<file path="src/sae_pkg.sv">
/*
  Package for the SDI audio embed control block: register offsets, field
  layouts, reset values, modes and timing constants.
  Assumes a single 200 MHz system clock and a plain register port.
*/
package sae_pkg;
  // ==========================================================
  // Sizes
  localparam int NUM_GROUPS     = 4;
  localparam int CH_PER_GROUP   = 4;
  localparam int NUM_CH         = 16;
  localparam int NUM_PAIRS      = 8;
  localparam int NUM_META       = 2;
  localparam int REDUCED_CH     = 8;
  localparam int ADDR_W         = 8;
  localparam int DATA_W         = 32;
  // ==========================================================
  // Timing
  localparam int  CLK_MHZ       = 200;
  localparam int  MS_CYCLES     = CLK_MHZ * 1000;
  localparam int  DELAY_MAX_MS  = 240;
  localparam int  VDELAY_MAX_FR = 15;
  // ==========================================================
  // Register offsets (byte addresses)
  localparam logic [7:0] REG_CARD     = 8'h00;
  localparam logic [7:0] REG_GROUPS   = 8'h04;
  localparam logic [7:0] REG_STATUS   = 8'h08;
  localparam logic [7:0] REG_META     = 8'h0c;
  localparam logic [7:0] REG_EMB_SRC  = 8'h10;
  localparam logic [7:0] REG_IN_MAP   = 8'h50;
  localparam logic [7:0] REG_OUT_MAP  = 8'h70;
  // ==========================================================
  // Card register fields
  localparam int F_RATE_CONV  = 0;
  localparam int F_VDLY_EN    = 1;
  localparam int F_GEN_LO     = 2;
  localparam int F_EMB_LO     = 4;
  localparam int F_DLY_DIR    = 6;
  localparam int F_REDUCED    = 7;
  localparam int F_DEEMB_ONLY = 8;
  localparam int F_VDLY_LO    = 12;
  localparam logic [DATA_W-1:0] CARD_RESET = 32'h0000_0001;
  // Per-pair map register fields
  localparam int F_GRP_LO   = 0;
  localparam int F_PAIR_SEL = 2;
  localparam int F_DLY_ON   = 3;
  localparam int F_WLEN_LO  = 4;
  localparam int F_DMS_LO   = 8;
  localparam int DMS_W      = 8;
  // ==========================================================
  // Modes
  typedef enum logic [1:0] {SAE_GEN_AUTO, SAE_GEN_FORCE, SAE_GEN_OFF} sae_gen_t;
  typedef enum logic [1:0] {SAE_EMB_OFF, SAE_EMB_ON, SAE_EMB_CLEAN} sae_emb_t;
  typedef enum logic [1:0] {SAE_WL_24, SAE_WL_20, SAE_WL_16} sae_wlen_t;
  localparam logic DIR_EMBED = 1'b0;
  localparam logic DIR_DEEMB = 1'b1;
endpackage

</file>
<file path="src/sae_ctrl.sv">
/*
  SDI audio embed control: configuration registers and the per-stream
  control decisions for embedder, de-embedder, generator, delays,
  dither and metadata ports.
  Assumes SDI lock and audio-present come from pins and are synchronised
  here; a software master on the plain register port.
*/
// The implementer's own choices: the register addresses and the strobed register port.
`timescale 1ns/10ps
module sae_ctrl #(
  parameter int NUM_CH_P    = 16,
  parameter int MS_CYCLES_P = 200000
) (
  // Clock and reset
  input  wire logic                        clk_sys_in,
  input  wire logic                        reset_n_in,
  // Register port
  input  wire logic [sae_pkg::ADDR_W-1:0]  reg_addr_in,
  input  wire logic [sae_pkg::DATA_W-1:0]  reg_wdata_in,
  input  wire logic                        reg_wr_in,
  input  wire logic                        reg_rd_in,
  output logic      [sae_pkg::DATA_W-1:0]  reg_rdata_out,
  // SDI status pins
  input  wire logic                        sdi_lock_in,
  input  wire logic                        sdi_audio_in,
  input  wire logic [3:0]                  sdi_format_in,
  // Stream control
  output logic                             rate_convert_enable_out,
  output logic [15:0]                      rate_convert_ch_out,
  output logic [3:0]                       video_delay_frames_out,
  output logic                             receiver_enable_out,
  output logic                             generator_active_out,
  output logic [3:0]                       generator_format_out,
  output logic                             rate_from_generator_out,
  output logic                             deembed_enable_out,
  output logic                             embed_bypass_out,
  output logic                             embed_clean_out,
  output logic [3:0]                       group_replace_out,
  output logic [3:0]                       group_generate_out,
  output logic [63:0]                      embed_src_out,
  output logic [15:0]                      in_map_out,
  output logic [15:0]                      out_map_out,
  output logic [7:0]                       out_map_valid_out,
  output logic [7:0]                       in_delay_active_out,
  output logic [7:0]                       out_delay_active_out,
  output logic [7:0]                       delay_tick_out,
  output logic [7:0]                       dither_out,
  output logic [1:0]                       meta_embed_out,
  output logic [1:0]                       meta_deembed_out,
  output logic [1:0]                       meta_auto_out,
  output logic [21:0]                      meta_line_out
);
  import sae_pkg::*;

  initial begin
    if (NUM_CH_P != NUM_CH) $error("sae_ctrl serves sixteen channels only");
  end

  // ==========================================================
  // Pin synchronisers
  logic [5:0] sync1_q, sync2_q;
  always_ff @(posedge clk_sys_in or negedge reset_n_in) begin
    if (!reset_n_in) begin
      sync1_q <= 6'h00;
      sync2_q <= 6'h00;
    end else begin
      sync1_q <= {sdi_format_in, sdi_audio_in, sdi_lock_in};
      sync2_q <= sync1_q;
    end
  end
  logic       lock_s, audio_s;
  logic [3:0] fmt_s;
  assign lock_s  = sync2_q[0];
  assign audio_s = sync2_q[1];
  assign fmt_s   = sync2_q[5:2];

  // ==========================================================
  // Registers
  logic [DATA_W-1:0] card_q, card_d;
  logic [3:0]        groups_q, groups_d;
  logic [31:0]       meta_q, meta_d;
  logic [3:0]        src_q [NUM_CH], src_d [NUM_CH];
  logic [15:0]       inm_q [NUM_PAIRS], inm_d [NUM_PAIRS];
  logic [15:0]       outm_q [NUM_PAIRS], outm_d [NUM_PAIRS];
  logic [3:0]        last_fmt_q, last_fmt_d;
  logic [DATA_W-1:0] rdata_q, rdata_d;

  sae_gen_t gen_mode;
  sae_emb_t emb_mode;
  logic     reduced, deemb_only, dly_dir;
  assign gen_mode   = sae_gen_t'(card_q[F_GEN_LO +: 2]);
  assign emb_mode   = sae_emb_t'(card_q[F_EMB_LO +: 2]);
  assign dly_dir    = card_q[F_DLY_DIR];
  assign reduced    = card_q[F_REDUCED];
  assign deemb_only = card_q[F_DEEMB_ONLY];

  // Byte offset within each register array, counted from its base
  logic [7:0] src_off, inm_off, outm_off;
  assign src_off  = reg_addr_in - REG_EMB_SRC;
  assign inm_off  = reg_addr_in - REG_IN_MAP;
  assign outm_off = reg_addr_in - REG_OUT_MAP;

  always_comb begin
    card_d     = card_q;
    groups_d   = groups_q;
    meta_d     = meta_q;
    src_d      = src_q;
    inm_d      = inm_q;
    outm_d     = outm_q;
    rdata_d    = '0;
    // Hold last locked format for auto mode
    last_fmt_d = lock_s ? fmt_s : last_fmt_q;
    if (reg_wr_in) begin
      if (reg_addr_in == REG_CARD) card_d = reg_wdata_in;
      if (reg_addr_in == REG_GROUPS) groups_d = reg_wdata_in[3:0];
      if (reg_addr_in == REG_META) meta_d = reg_wdata_in;
      if (reg_addr_in >= REG_EMB_SRC && reg_addr_in < REG_IN_MAP)
        src_d[src_off[5:2]] = reg_wdata_in[3:0];
      if (reg_addr_in >= REG_IN_MAP && reg_addr_in < REG_OUT_MAP)
        inm_d[inm_off[4:2]] = reg_wdata_in[15:0];
      if (reg_addr_in >= REG_OUT_MAP && reg_addr_in < 8'h90)
        outm_d[outm_off[4:2]] = reg_wdata_in[15:0];
    end
    if (reg_rd_in) begin
      if (reg_addr_in == REG_CARD) rdata_d = card_q;
      else if (reg_addr_in == REG_GROUPS) rdata_d = {28'h0000000, groups_q};
      else if (reg_addr_in == REG_STATUS)
        rdata_d = {24'h000000, last_fmt_q, 2'b00, audio_s, lock_s};
      else if (reg_addr_in == REG_META) rdata_d = meta_q;
      else if (reg_addr_in >= REG_EMB_SRC && reg_addr_in < REG_IN_MAP)
        rdata_d = {28'h0000000, src_q[src_off[5:2]]};
      else if (reg_addr_in >= REG_IN_MAP && reg_addr_in < REG_OUT_MAP)
        rdata_d = {16'h0000, inm_q[inm_off[4:2]]};
      else if (reg_addr_in >= REG_OUT_MAP && reg_addr_in < 8'h90)
        rdata_d = {16'h0000, outm_q[outm_off[4:2]]};
    end
  end

  always_ff @(posedge clk_sys_in or negedge reset_n_in) begin
    if (!reset_n_in) begin
      card_q     <= CARD_RESET;
      groups_q   <= 4'h0;
      meta_q     <= 32'h0000_0000;
      last_fmt_q <= 4'h0;
      rdata_q    <= 32'h0000_0000;
      for (int i = 0; i < NUM_CH; i++) src_q[i] <= 4'h0;
      for (int i = 0; i < NUM_PAIRS; i++) begin
        inm_q[i]  <= 16'h0000;
        outm_q[i] <= 16'h0000;
      end
    end else begin
      card_q     <= card_d;
      groups_q   <= groups_d;
      meta_q     <= meta_d;
      last_fmt_q <= last_fmt_d;
      rdata_q    <= rdata_d;
      src_q      <= src_d;
      inm_q      <= inm_d;
      outm_q     <= outm_d;
    end
  end
  assign reg_rdata_out = rdata_q;

  // ==========================================================
  // Millisecond tick for pair delays
  logic [17:0] ms_cnt_q, ms_cnt_d;
  logic        ms_tick;
  assign ms_tick = (ms_cnt_q == 18'(MS_CYCLES_P - 1));
  always_comb begin
    ms_cnt_d = ms_tick ? 18'h00000 : ms_cnt_q + 18'h00001;
  end
  always_ff @(posedge clk_sys_in or negedge reset_n_in) begin
    if (!reset_n_in) ms_cnt_q <= 18'h00000;
    else ms_cnt_q <= ms_cnt_d;
  end

  // ==========================================================
  // Stream control outputs
  logic force_gen, bypass, emb_active;
  assign force_gen  = (gen_mode == SAE_GEN_FORCE);
  assign bypass     = deemb_only || (emb_mode == SAE_EMB_OFF);
  assign emb_active = !deemb_only && (emb_mode != SAE_EMB_OFF);

  logic [15:0] ch_mask;
  assign ch_mask = reduced ? 16'h00ff : 16'hffff;

  always_comb begin
    rate_convert_enable_out = card_q[F_RATE_CONV];
    rate_convert_ch_out     = card_q[F_RATE_CONV] ? ch_mask : 16'h0000;
    video_delay_frames_out  = card_q[F_VDLY_EN] ? card_q[F_VDLY_LO +: 4] : 4'h0;
    receiver_enable_out     = !force_gen;
    deembed_enable_out      = !force_gen;
    rate_from_generator_out = force_gen;
    generator_active_out    = force_gen || (gen_mode == SAE_GEN_AUTO && !lock_s);
    generator_format_out    = force_gen ? card_q[11:8] : last_fmt_q;
    embed_bypass_out        = bypass;
    embed_clean_out         = emb_active && (emb_mode == SAE_EMB_CLEAN);
    // Replace or generate each four-channel group
    for (int g = 0; g < NUM_GROUPS; g++) begin
      group_replace_out[g]  = !bypass && groups_q[g] && audio_s
                              && (emb_mode == SAE_EMB_ON);
      group_generate_out[g] = !bypass && groups_q[g]
                              && (!audio_s || emb_mode == SAE_EMB_CLEAN);
    end
    for (int c = 0; c < NUM_CH; c++) embed_src_out[c*4 +: 4] = src_q[c];
  end

  // Per pair mapping, delay and dither
  genvar p;
  generate
    for (p = 0; p < NUM_PAIRS; p++) begin : g_pair
      logic in_dly, out_dly;
      // Every pair delays in one direction only, chosen by the card's delay direction bit
      assign in_dly  = inm_q[p][F_DLY_ON] && dly_dir == DIR_DEEMB
                       && inm_q[p][F_DMS_LO +: DMS_W] <= 8'(DELAY_MAX_MS);
      assign out_dly = outm_q[p][F_DLY_ON] && dly_dir == DIR_EMBED;
      assign in_map_out[p*2 +: 2]  = inm_q[p][F_GRP_LO +: 2];
      assign out_map_out[p*2 +: 2] = outm_q[p][F_GRP_LO +: 2];
      assign out_map_valid_out[p]  = emb_active;
      assign in_delay_active_out[p]  = in_dly;
      assign out_delay_active_out[p] = out_dly;
      assign delay_tick_out[p] = ms_tick && (in_dly || out_dly);
      assign dither_out[p] = (outm_q[p][F_WLEN_LO +: 2] == SAE_WL_20)
                             || (outm_q[p][F_WLEN_LO +: 2] == SAE_WL_16);
    end
  endgenerate

  // Metadata ports
  generate
    for (p = 0; p < NUM_META; p++) begin : g_meta
      assign meta_embed_out[p]    = meta_q[p*16];
      assign meta_deembed_out[p]  = meta_q[p*16 + 1];
      assign meta_auto_out[p]     = meta_q[p*16 + 2];
      assign meta_line_out[p*11 +: 11] = meta_q[p*16 + 3 +: 11];
    end
  endgenerate

  // ==========================================================
  // Checks
  force_rx_off_a: assert property (@(posedge clk_sys_in) disable iff (!reset_n_in)
    force_gen |-> !receiver_enable_out && !deembed_enable_out)
    else $error("receiver on in forced mode");
  bypass_grp_a: assert property (@(posedge clk_sys_in) disable iff (!reset_n_in)
    deemb_only |-> group_replace_out == 4'h0 && group_generate_out == 4'h0)
    else $error("group active in bypass");
  rc_all_a: assert property (@(posedge clk_sys_in) disable iff (!reset_n_in)
    rate_convert_enable_out |-> rate_convert_ch_out == ch_mask)
    else $error("rate conversion on subset");
  reduced_ch_a: assert property (@(posedge clk_sys_in) disable iff (!reset_n_in)
    reduced |-> rate_convert_ch_out[15:8] == 8'h00)
    else $error("reduced card above eight channels");
  one_dir_a: assert property (@(posedge clk_sys_in) disable iff (!reset_n_in)
    (in_delay_active_out & out_delay_active_out) == 8'h00)
    else $error("delay both directions");
  hold_fmt_a: assert property (@(posedge clk_sys_in) disable iff (!reset_n_in)
    !lock_s |=> last_fmt_q == $past(last_fmt_q))
    else $error("format not held");
  map_valid_a: assert property (@(posedge clk_sys_in) disable iff (!reset_n_in)
    emb_mode == SAE_EMB_OFF |-> out_map_valid_out == 8'h00)
    else $error("mapping active while off");
  no_audio_a: assert property (@(posedge clk_sys_in) disable iff (!reset_n_in)
    !audio_s |-> group_replace_out == 4'h0)
    else $error("replace without audio");
  read_lat_a: assert property (@(posedge clk_sys_in) disable iff (!reset_n_in)
    reg_rd_in && reg_addr_in == REG_CARD |=> reg_rdata_out == $past(card_q))
    else $error("card read wrong");
endmodule

</file>
<file path="config.mk">
export PLATFORM = sky130hd
export DESIGN_NAME = sae_ctrl
export DESIGN_NICKNAME = d
export VERILOG_FILES = /design/src/sae_pkg.sv /design/src/sae_ctrl.sv
export SDC_FILE = /design/constraint.sdc
export NUM_CORES = 1
export LEC_CHECK = 0
export BUFFER_PORTS_ARGS = -buffer_cell sky130_fd_sc_hd__buf_2
export CAP_MARGIN = 20
export CORE_MARGIN = 4
export CORE_UTILIZATION = 45
export CTS_CLUSTER_SIZE = 20
export DETAILED_ROUTE_END_ITERATION = 8
export SETUP_SLACK_MARGIN = 0.05
export SLEW_MARGIN = 20
export SYNTH_ARGS = -nofsm -noshare
export SYNTH_HDL_FRONTEND = slang
export SYNTH_SLANG_ARGS = --single-unit
export TNS_END_PERCENT = 30
</file>
<file path="constraint.sdc">
create_clock -name clk_sys_in -period 2.2 [get_ports clk_sys_in]
set_clock_uncertainty 0.2 [all_clocks]
set_input_delay 0.33 -clock clk_sys_in [delete_from_list [all_inputs] [get_ports clk_sys_in]]
set_output_delay 0.33 -clock clk_sys_in [all_outputs]
set_load 0.01 [all_outputs]
</file>
# Word-level counts from Yosys, hierarchy flattened

Cells that the tools add are included.
Widths: inputs -> output; s select.

Reductions and logical operators: 91
Muxes and demuxes: 31
Add/subtract/negate cells: 4
$lt $le $gt $ge: 20
Eq/ne operators: 23
Bitwise gates (word level): 4

Operators by type and width:

| cell                  | number |
|---|---|
| $bwmux 128            | 2 |
| $mux 16               | 11 |
| $mux 32               | 5 |
| $bmux 16 s3           | 2 |
| $demux 16 s3          | 2 |
| $bwmux 64             | 1 |
| $le 8x8->1 const B    | 8 |
| $logic_and 1x1->1     | 57 |
| $eq 2x1->1 const B    | 10 |
| $mux 4                | 5 |
| $logic_or 1x1->1      | 19 |
| $add 18x1->18 const B | 1 |
| $eq 18x18->1 const B  | 1 |
| $eq 2x2->1 const B    | 9 |
| $mux 18               | 1 |
| $bmux 4 s4            | 1 |
| $demux 4 s4           | 1 |
| $eq 8x4->1 const B    | 2 |
| $ge 8x7->1 const B    | 2 |
| $lt 8x7->1 const B    | 2 |
| $reduce_and 2->1      | 6 |
| $sub 5x5->5 const B   | 2 |
| $eq 8x3->1 const B    | 1 |
| $ge 4x4->1 const B    | 2 |
| 13 further kinds      | 20 |

Register bits: 454
Output and inout port bits: 235

# Longest topological paths before layout

Depth after elaboration: 13
Gate-level depth with buffers: 11
Depth with buffers taken out: 7

# Worst setup path before layout

OpenSTA, ideal clock, no wires.

Kind: input-to-reg
From: in reg_addr_in[4] (netlist bit)
To: reg outm_q[69] (netlist bit)
Buffers on the path: 4
Data required time: 1.875 ns
Slack: -1.134 ns
Data arrival time: 3.009 ns
Setup time: 0.125 ns
Cell stages on the path: 11
Cells stage by stage: buf_2 -> inv_2 -> buf_1 -> ha_1 -> nor2b_1 -> a22oi_2 -> or2_2 -> clkbuf_1 -> nor2_2 -> buf_4 -> mux2_2

Longest elaborated chain between the ends: 7
Elaborated cells on any way between the ends: 12
Those cells by class: 1 x add/sub; 4 x order compare; 3 x mux; 1 x bitwise; 3 x reduce/logical

RTL lines:

| item                                                           | line            | RTL |
|---|---|---|
| from (decl)                                                    | sae_ctrl.sv:18  | `input wire logic [sae_pkg::ADDR_W-1:0] reg_addr_in,` |
| $sub 5x5->5                                                    | sae_ctrl.sv:101 | `assign outm_off = reg_addr_in - REG_OUT_MAP;` |
| $not 3->4 (implied by the code)                                | sae_ctrl.sv:122 | `outm_d[outm_off[4:2]] = reg_wdata_in[15:0];` |
| $ge 4x4->1 (implied by the code) or $lt 4x1->1 (tied branches) | sae_ctrl.sv:122 |  |
| $logic_and 1x1->1 (implied by the code)                        | sae_ctrl.sv:122 |  |
| $mux 16 (implied by the code)                                  | sae_ctrl.sv:122 |  |
| $demux 16 s3                                                   | sae_ctrl.sv:122 |  |
| $bwmux 128                                                     | sae_ctrl.sv:122 |  |
| to (signal assigned)                                           | sae_ctrl.sv:159 | `outm_q <= outm_d;` |
| to (decl)                                                      | sae_ctrl.sv:84  | `logic [15:0] outm_q [NUM_PAIRS], outm_d [NUM_PAIRS];` |

Parallel ways exist; a longest one is shown, timed or not.
A chain may end at the register's enable or synchronous reset.

# Final worst setup path

From: reg ms_cnt_q[0]
To: out delay_tick_out[0]

Longest elaborated chain between the ends: 2

RTL lines:

| item                   | line            | RTL |
|---|---|---|
| from (decl)            | sae_ctrl.sv:166 | `logic [17:0] ms_cnt_q, ms_cnt_d;` |
| from (signal assigned) | sae_ctrl.sv:174 | `else ms_cnt_q <= ms_cnt_d;` |
| $eq 18x18->1           | sae_ctrl.sv:168 | `assign ms_tick = (ms_cnt_q == 18'(MS_CYCLES_P - 1));` |
| $logic_and 1x1->1      | sae_ctrl.sv:222 | `assign delay_tick_out[p] = ms_tick && (in_dly \|\| out_dly);` |
| to (decl)              | sae_ctrl.sv:46  | `output logic [7:0] delay_tick_out,` |

No other way between the ends.

==> out/metrics.yaml <==
outcome:
  outcome: "finished, violations left"
  violations: "negative setup slack"
logic_synthesis:
  yosysTopAreaCell: "dfrtp_1"
  ys_ff_latch: 454
  synthArstFlopShare_pct: 100.0
  yosys-top-cells-count: "453 x dfrtp_1, 372 x mux2_2, 111 x buf_4"
  syn_area_mm2: 0.02153
  yosysWarnings: 0
  synth_cell_types: 61
  syn_inst: 1511
  syn_nets: 1567
  yosysTopAreaCellShare_pct: 52.66
  seq_area_frac_synth_pct: 52.78
  synth_edf_count: 0
  ys.flop_type: "dfrtp_1"
  yosys-top-cells-area: "dfrtp_1 53%, mux2_2 19%, mux4_2 8.0%, buf_4 3.9%, mux2_4 2.1%"
  syn_avg_cell_area_um2: 14.25
  yosysMostFrequentCell: "dfrtp_1"
setup_path:
  critPathSlowestCell: "dfrtp_1"
  worstPathRequired_ns: 1.67
  reg2reg_to: "ms_cnt_q[11]"
  crit_family: "simple AND/OR/NAND/NOR gates"
  end_kind: "primary output"
  critPathBufInv: 2
  crit_type: "reg2out"
  worst_path_most_repeated_cell: "and3_4"
  cp-start-kind: "register"
  crit_end: "delay_tick_out[0]"
  arrival_ns: 2.04
  worst-path-stages: 7
  cp_cell_sequence: "ha_2, and3_4, and3_4, nand3_4, buf_8, nor2_4, buf_6"
  r2r_start: "ms_cnt_q[0]"
  cpPeakStageDelay_ns: 0.35
  critPathMaxFanout: 4
  ff2ff_path_depth: 8
  rrSetupSlack_ns: 0.13
  cp-startpoint: "ms_cnt_q[0]"
clocking:
  clockBufferDepth: 3
  path_clk_slew_ns: 0.06
  cts_tree: "yes"
  cts_sinks: 454
  cts_buffers: 49
  h-tree-depth: 2
  clock_latency_ns: 0.58
  root_buffer: "clkbuf_16"
floorplan:
  start_util_pct: 45.85
  die_y_um: 226.7
  num_io_pins: 285
  die_x_um: 226.7
  die_area_mm2: 0.05140
  coreArea_mm2: 0.04695
  placementRows: 79
global_routing:
  grt_first_pass_wirelength_mm: 93.06
  grt_pass1_vias: 14560
  grt_use_total_pct: 23.77
  antenna_found_initial: 2
  grt_max_degree: 94
  overflow: 0
sta:
  setup_violations: 33
  period_share_pct: 116.7
  rsz0062_at_grt: "yes"
  relSlewSlack_pct: 47.34
  fin_crit_ns: 2.568
  holdWs_ns: 0.09136
  fmax_ghz: 0.3894
  finalWorstSetupSlack_ns: -0.3679
  tightestPinTransition_ns: 0.7898
  final_max_slew_viol_count: 0
  hold_violations: 0
cells_and_area:
  nFillCells: 3821
  multi_input_comb_area_mm2: 0.009389
  layout-drive-gt1-share_pct: 57.66
  layout.nets: 1896
  layout.cells.non_filler: 2488
  fin_util_pct: 56.86
  ff_latch_area_mm2: 0.01137
  synthToLayoutAreaGrowth_pct: 24.01
route:
  drtIter0Drc: 837
  viasPerCell: 5.615
  vias: 13970
  firstDrtPassIters: 4
  antenna_left: 0
  drc: 0
  routed_wl_mm: 61.06
  wl_per_cell_um: 24.54
place:
  placed_cells: 2354
  gp_congestion: 0.9223
  numPortBuffers: 284
  hpwlAfterDp_mm: 43.12
power_and_ir_drop:
  p_leak_nw: 13.09
  power_density_mw_per_mm2: 818.9
  vdd_drop_max_uv: 524.7
run:
  drv_cap: 0
worst_hold_path:
  hold_path.class: "in2reg"
-- kinds of logic (layout without fill, tap and decap cells) --
family                     count (synthesis)  count (layout)  synth area share (%)
AOI/OAI and AO/OA                         97              97                 3.429
muxes                                    517             517                 31.33
buffers and inverters                    203             572                 5.754
other                                      0               1                     0
xor gates and xnor gates                  23              23                0.9358
DFF                                      454             454                 52.78
adders and majority gates                  6               6                0.3487
and+or+nand+nor                          211             211                 5.417
-- where the power goes --
group	internal (W)	switching [W]	leakage [nW]
clock network	0.00478	0.00338	0.790
registers	0.00932	0.000807	6.04
logic	0.00195	0.00162	6.26
total	0.0161	0.00581	13.1
-- sequential cells by signal, summed over array words and instances, names as in the netlist --
register / count
card_q: 32
embed_src_out: 64
groups_q: 4
in_map_out: 16
inm_q: 112
last_fmt_q: 4
meta_q: 32
ms_cnt_q: 18
out_map_out: 16
outm_q: 112
reg_rdata_out: 32
sync1_q: 6
sync2_q: 6
-- routing by layer --
metal | part of all wire (%) | wire (um) | global-route usage, %
met1 | 47 | 28460 | 35.72
met3 | 6.7 | 4111 | 4.894
met5 | 0 | 0 | 0
met4 | 1.9 | 1141 | 5.381
met2 | 45 | 27340 | 35.90
-- through the flow --
step / setup WS [ns] / TNS (ns) / area, um^2 / power (W)
after floorplan: -0.2428 / -51.94 / 21840 / 0.01219
after global placement: -0.3712 / -98.67 / 24200 / 0.01353
after detailed placement: -0.3903 / -105.20 / 24200 / 0.01363
after CTS: -0.3764 / -5.769 / 26490 / 0.02202
after global routing: -0.4383 / -6.715 / 26690 / 0.02278
final: -0.3679 / -4.392 / 26700 / 0.02186
-- layout make-up --
| type | instances | area share (%) |
|---|---|---|
| sequential | 454 | 42.59 |
| antenna | 1 | 0.009374 |
| timing repair buffer | 474 | 13.21 |
| inverter | 7 | 0.1828 |
| clock inverter | 14 | 0.4031 |
| multi-input combinational | 854 | 35.17 |
| tap | 607 | 2.845 |
| clock buffer | 77 | 5.596 |
-- worst min path at each step --
stage,startpoint,to,slack [ns],depth (start not counted)
floorplan,reset_n_in,card_q[10],-0.17,0
global placement,reset_n_in,reg_rdata_out[2],-0.02,1
detailed placement,reset_n_in,reg_rdata_out[2],-0.02,1
CTS,reg_wdata_in[14],inm_q[94],0.06,2
global route,reg_wdata_in[4],outm_q[20],0.11,2
finish,reg_wdata_in[14],inm_q[94],0.09,2
-- what timing repair did --
| action | CTS | global route |
|---|---|---|
| setup endpoints to repair | 52 | 50 |
| buffers inserted | 10 | 7 |
| resized for setup | 74 | 34 |
| hold buffers | 25 | 0 |
| pin swaps | 13 | 18 |
| hold endpoints to repair | 495 | 0 |
| gates cloned | 0 | 0 |
-- cell usage in the layout (no fill, tap or decap), drive strengths merged, types with 21 or more instances in the layout --
| cell | instances |
|---|---|
| clkbuf | 77 |
| a22oi | 35 |
| mux2i | 36 |
| mux4 | 76 |
| dfrtp | 453 |
| buf | 449 |
| nor2 | 75 |
| mux2 | 405 |
| nor2b | 21 |
| dlygate4sd3 | 25 |
Power figures use the tool's default switching activity.
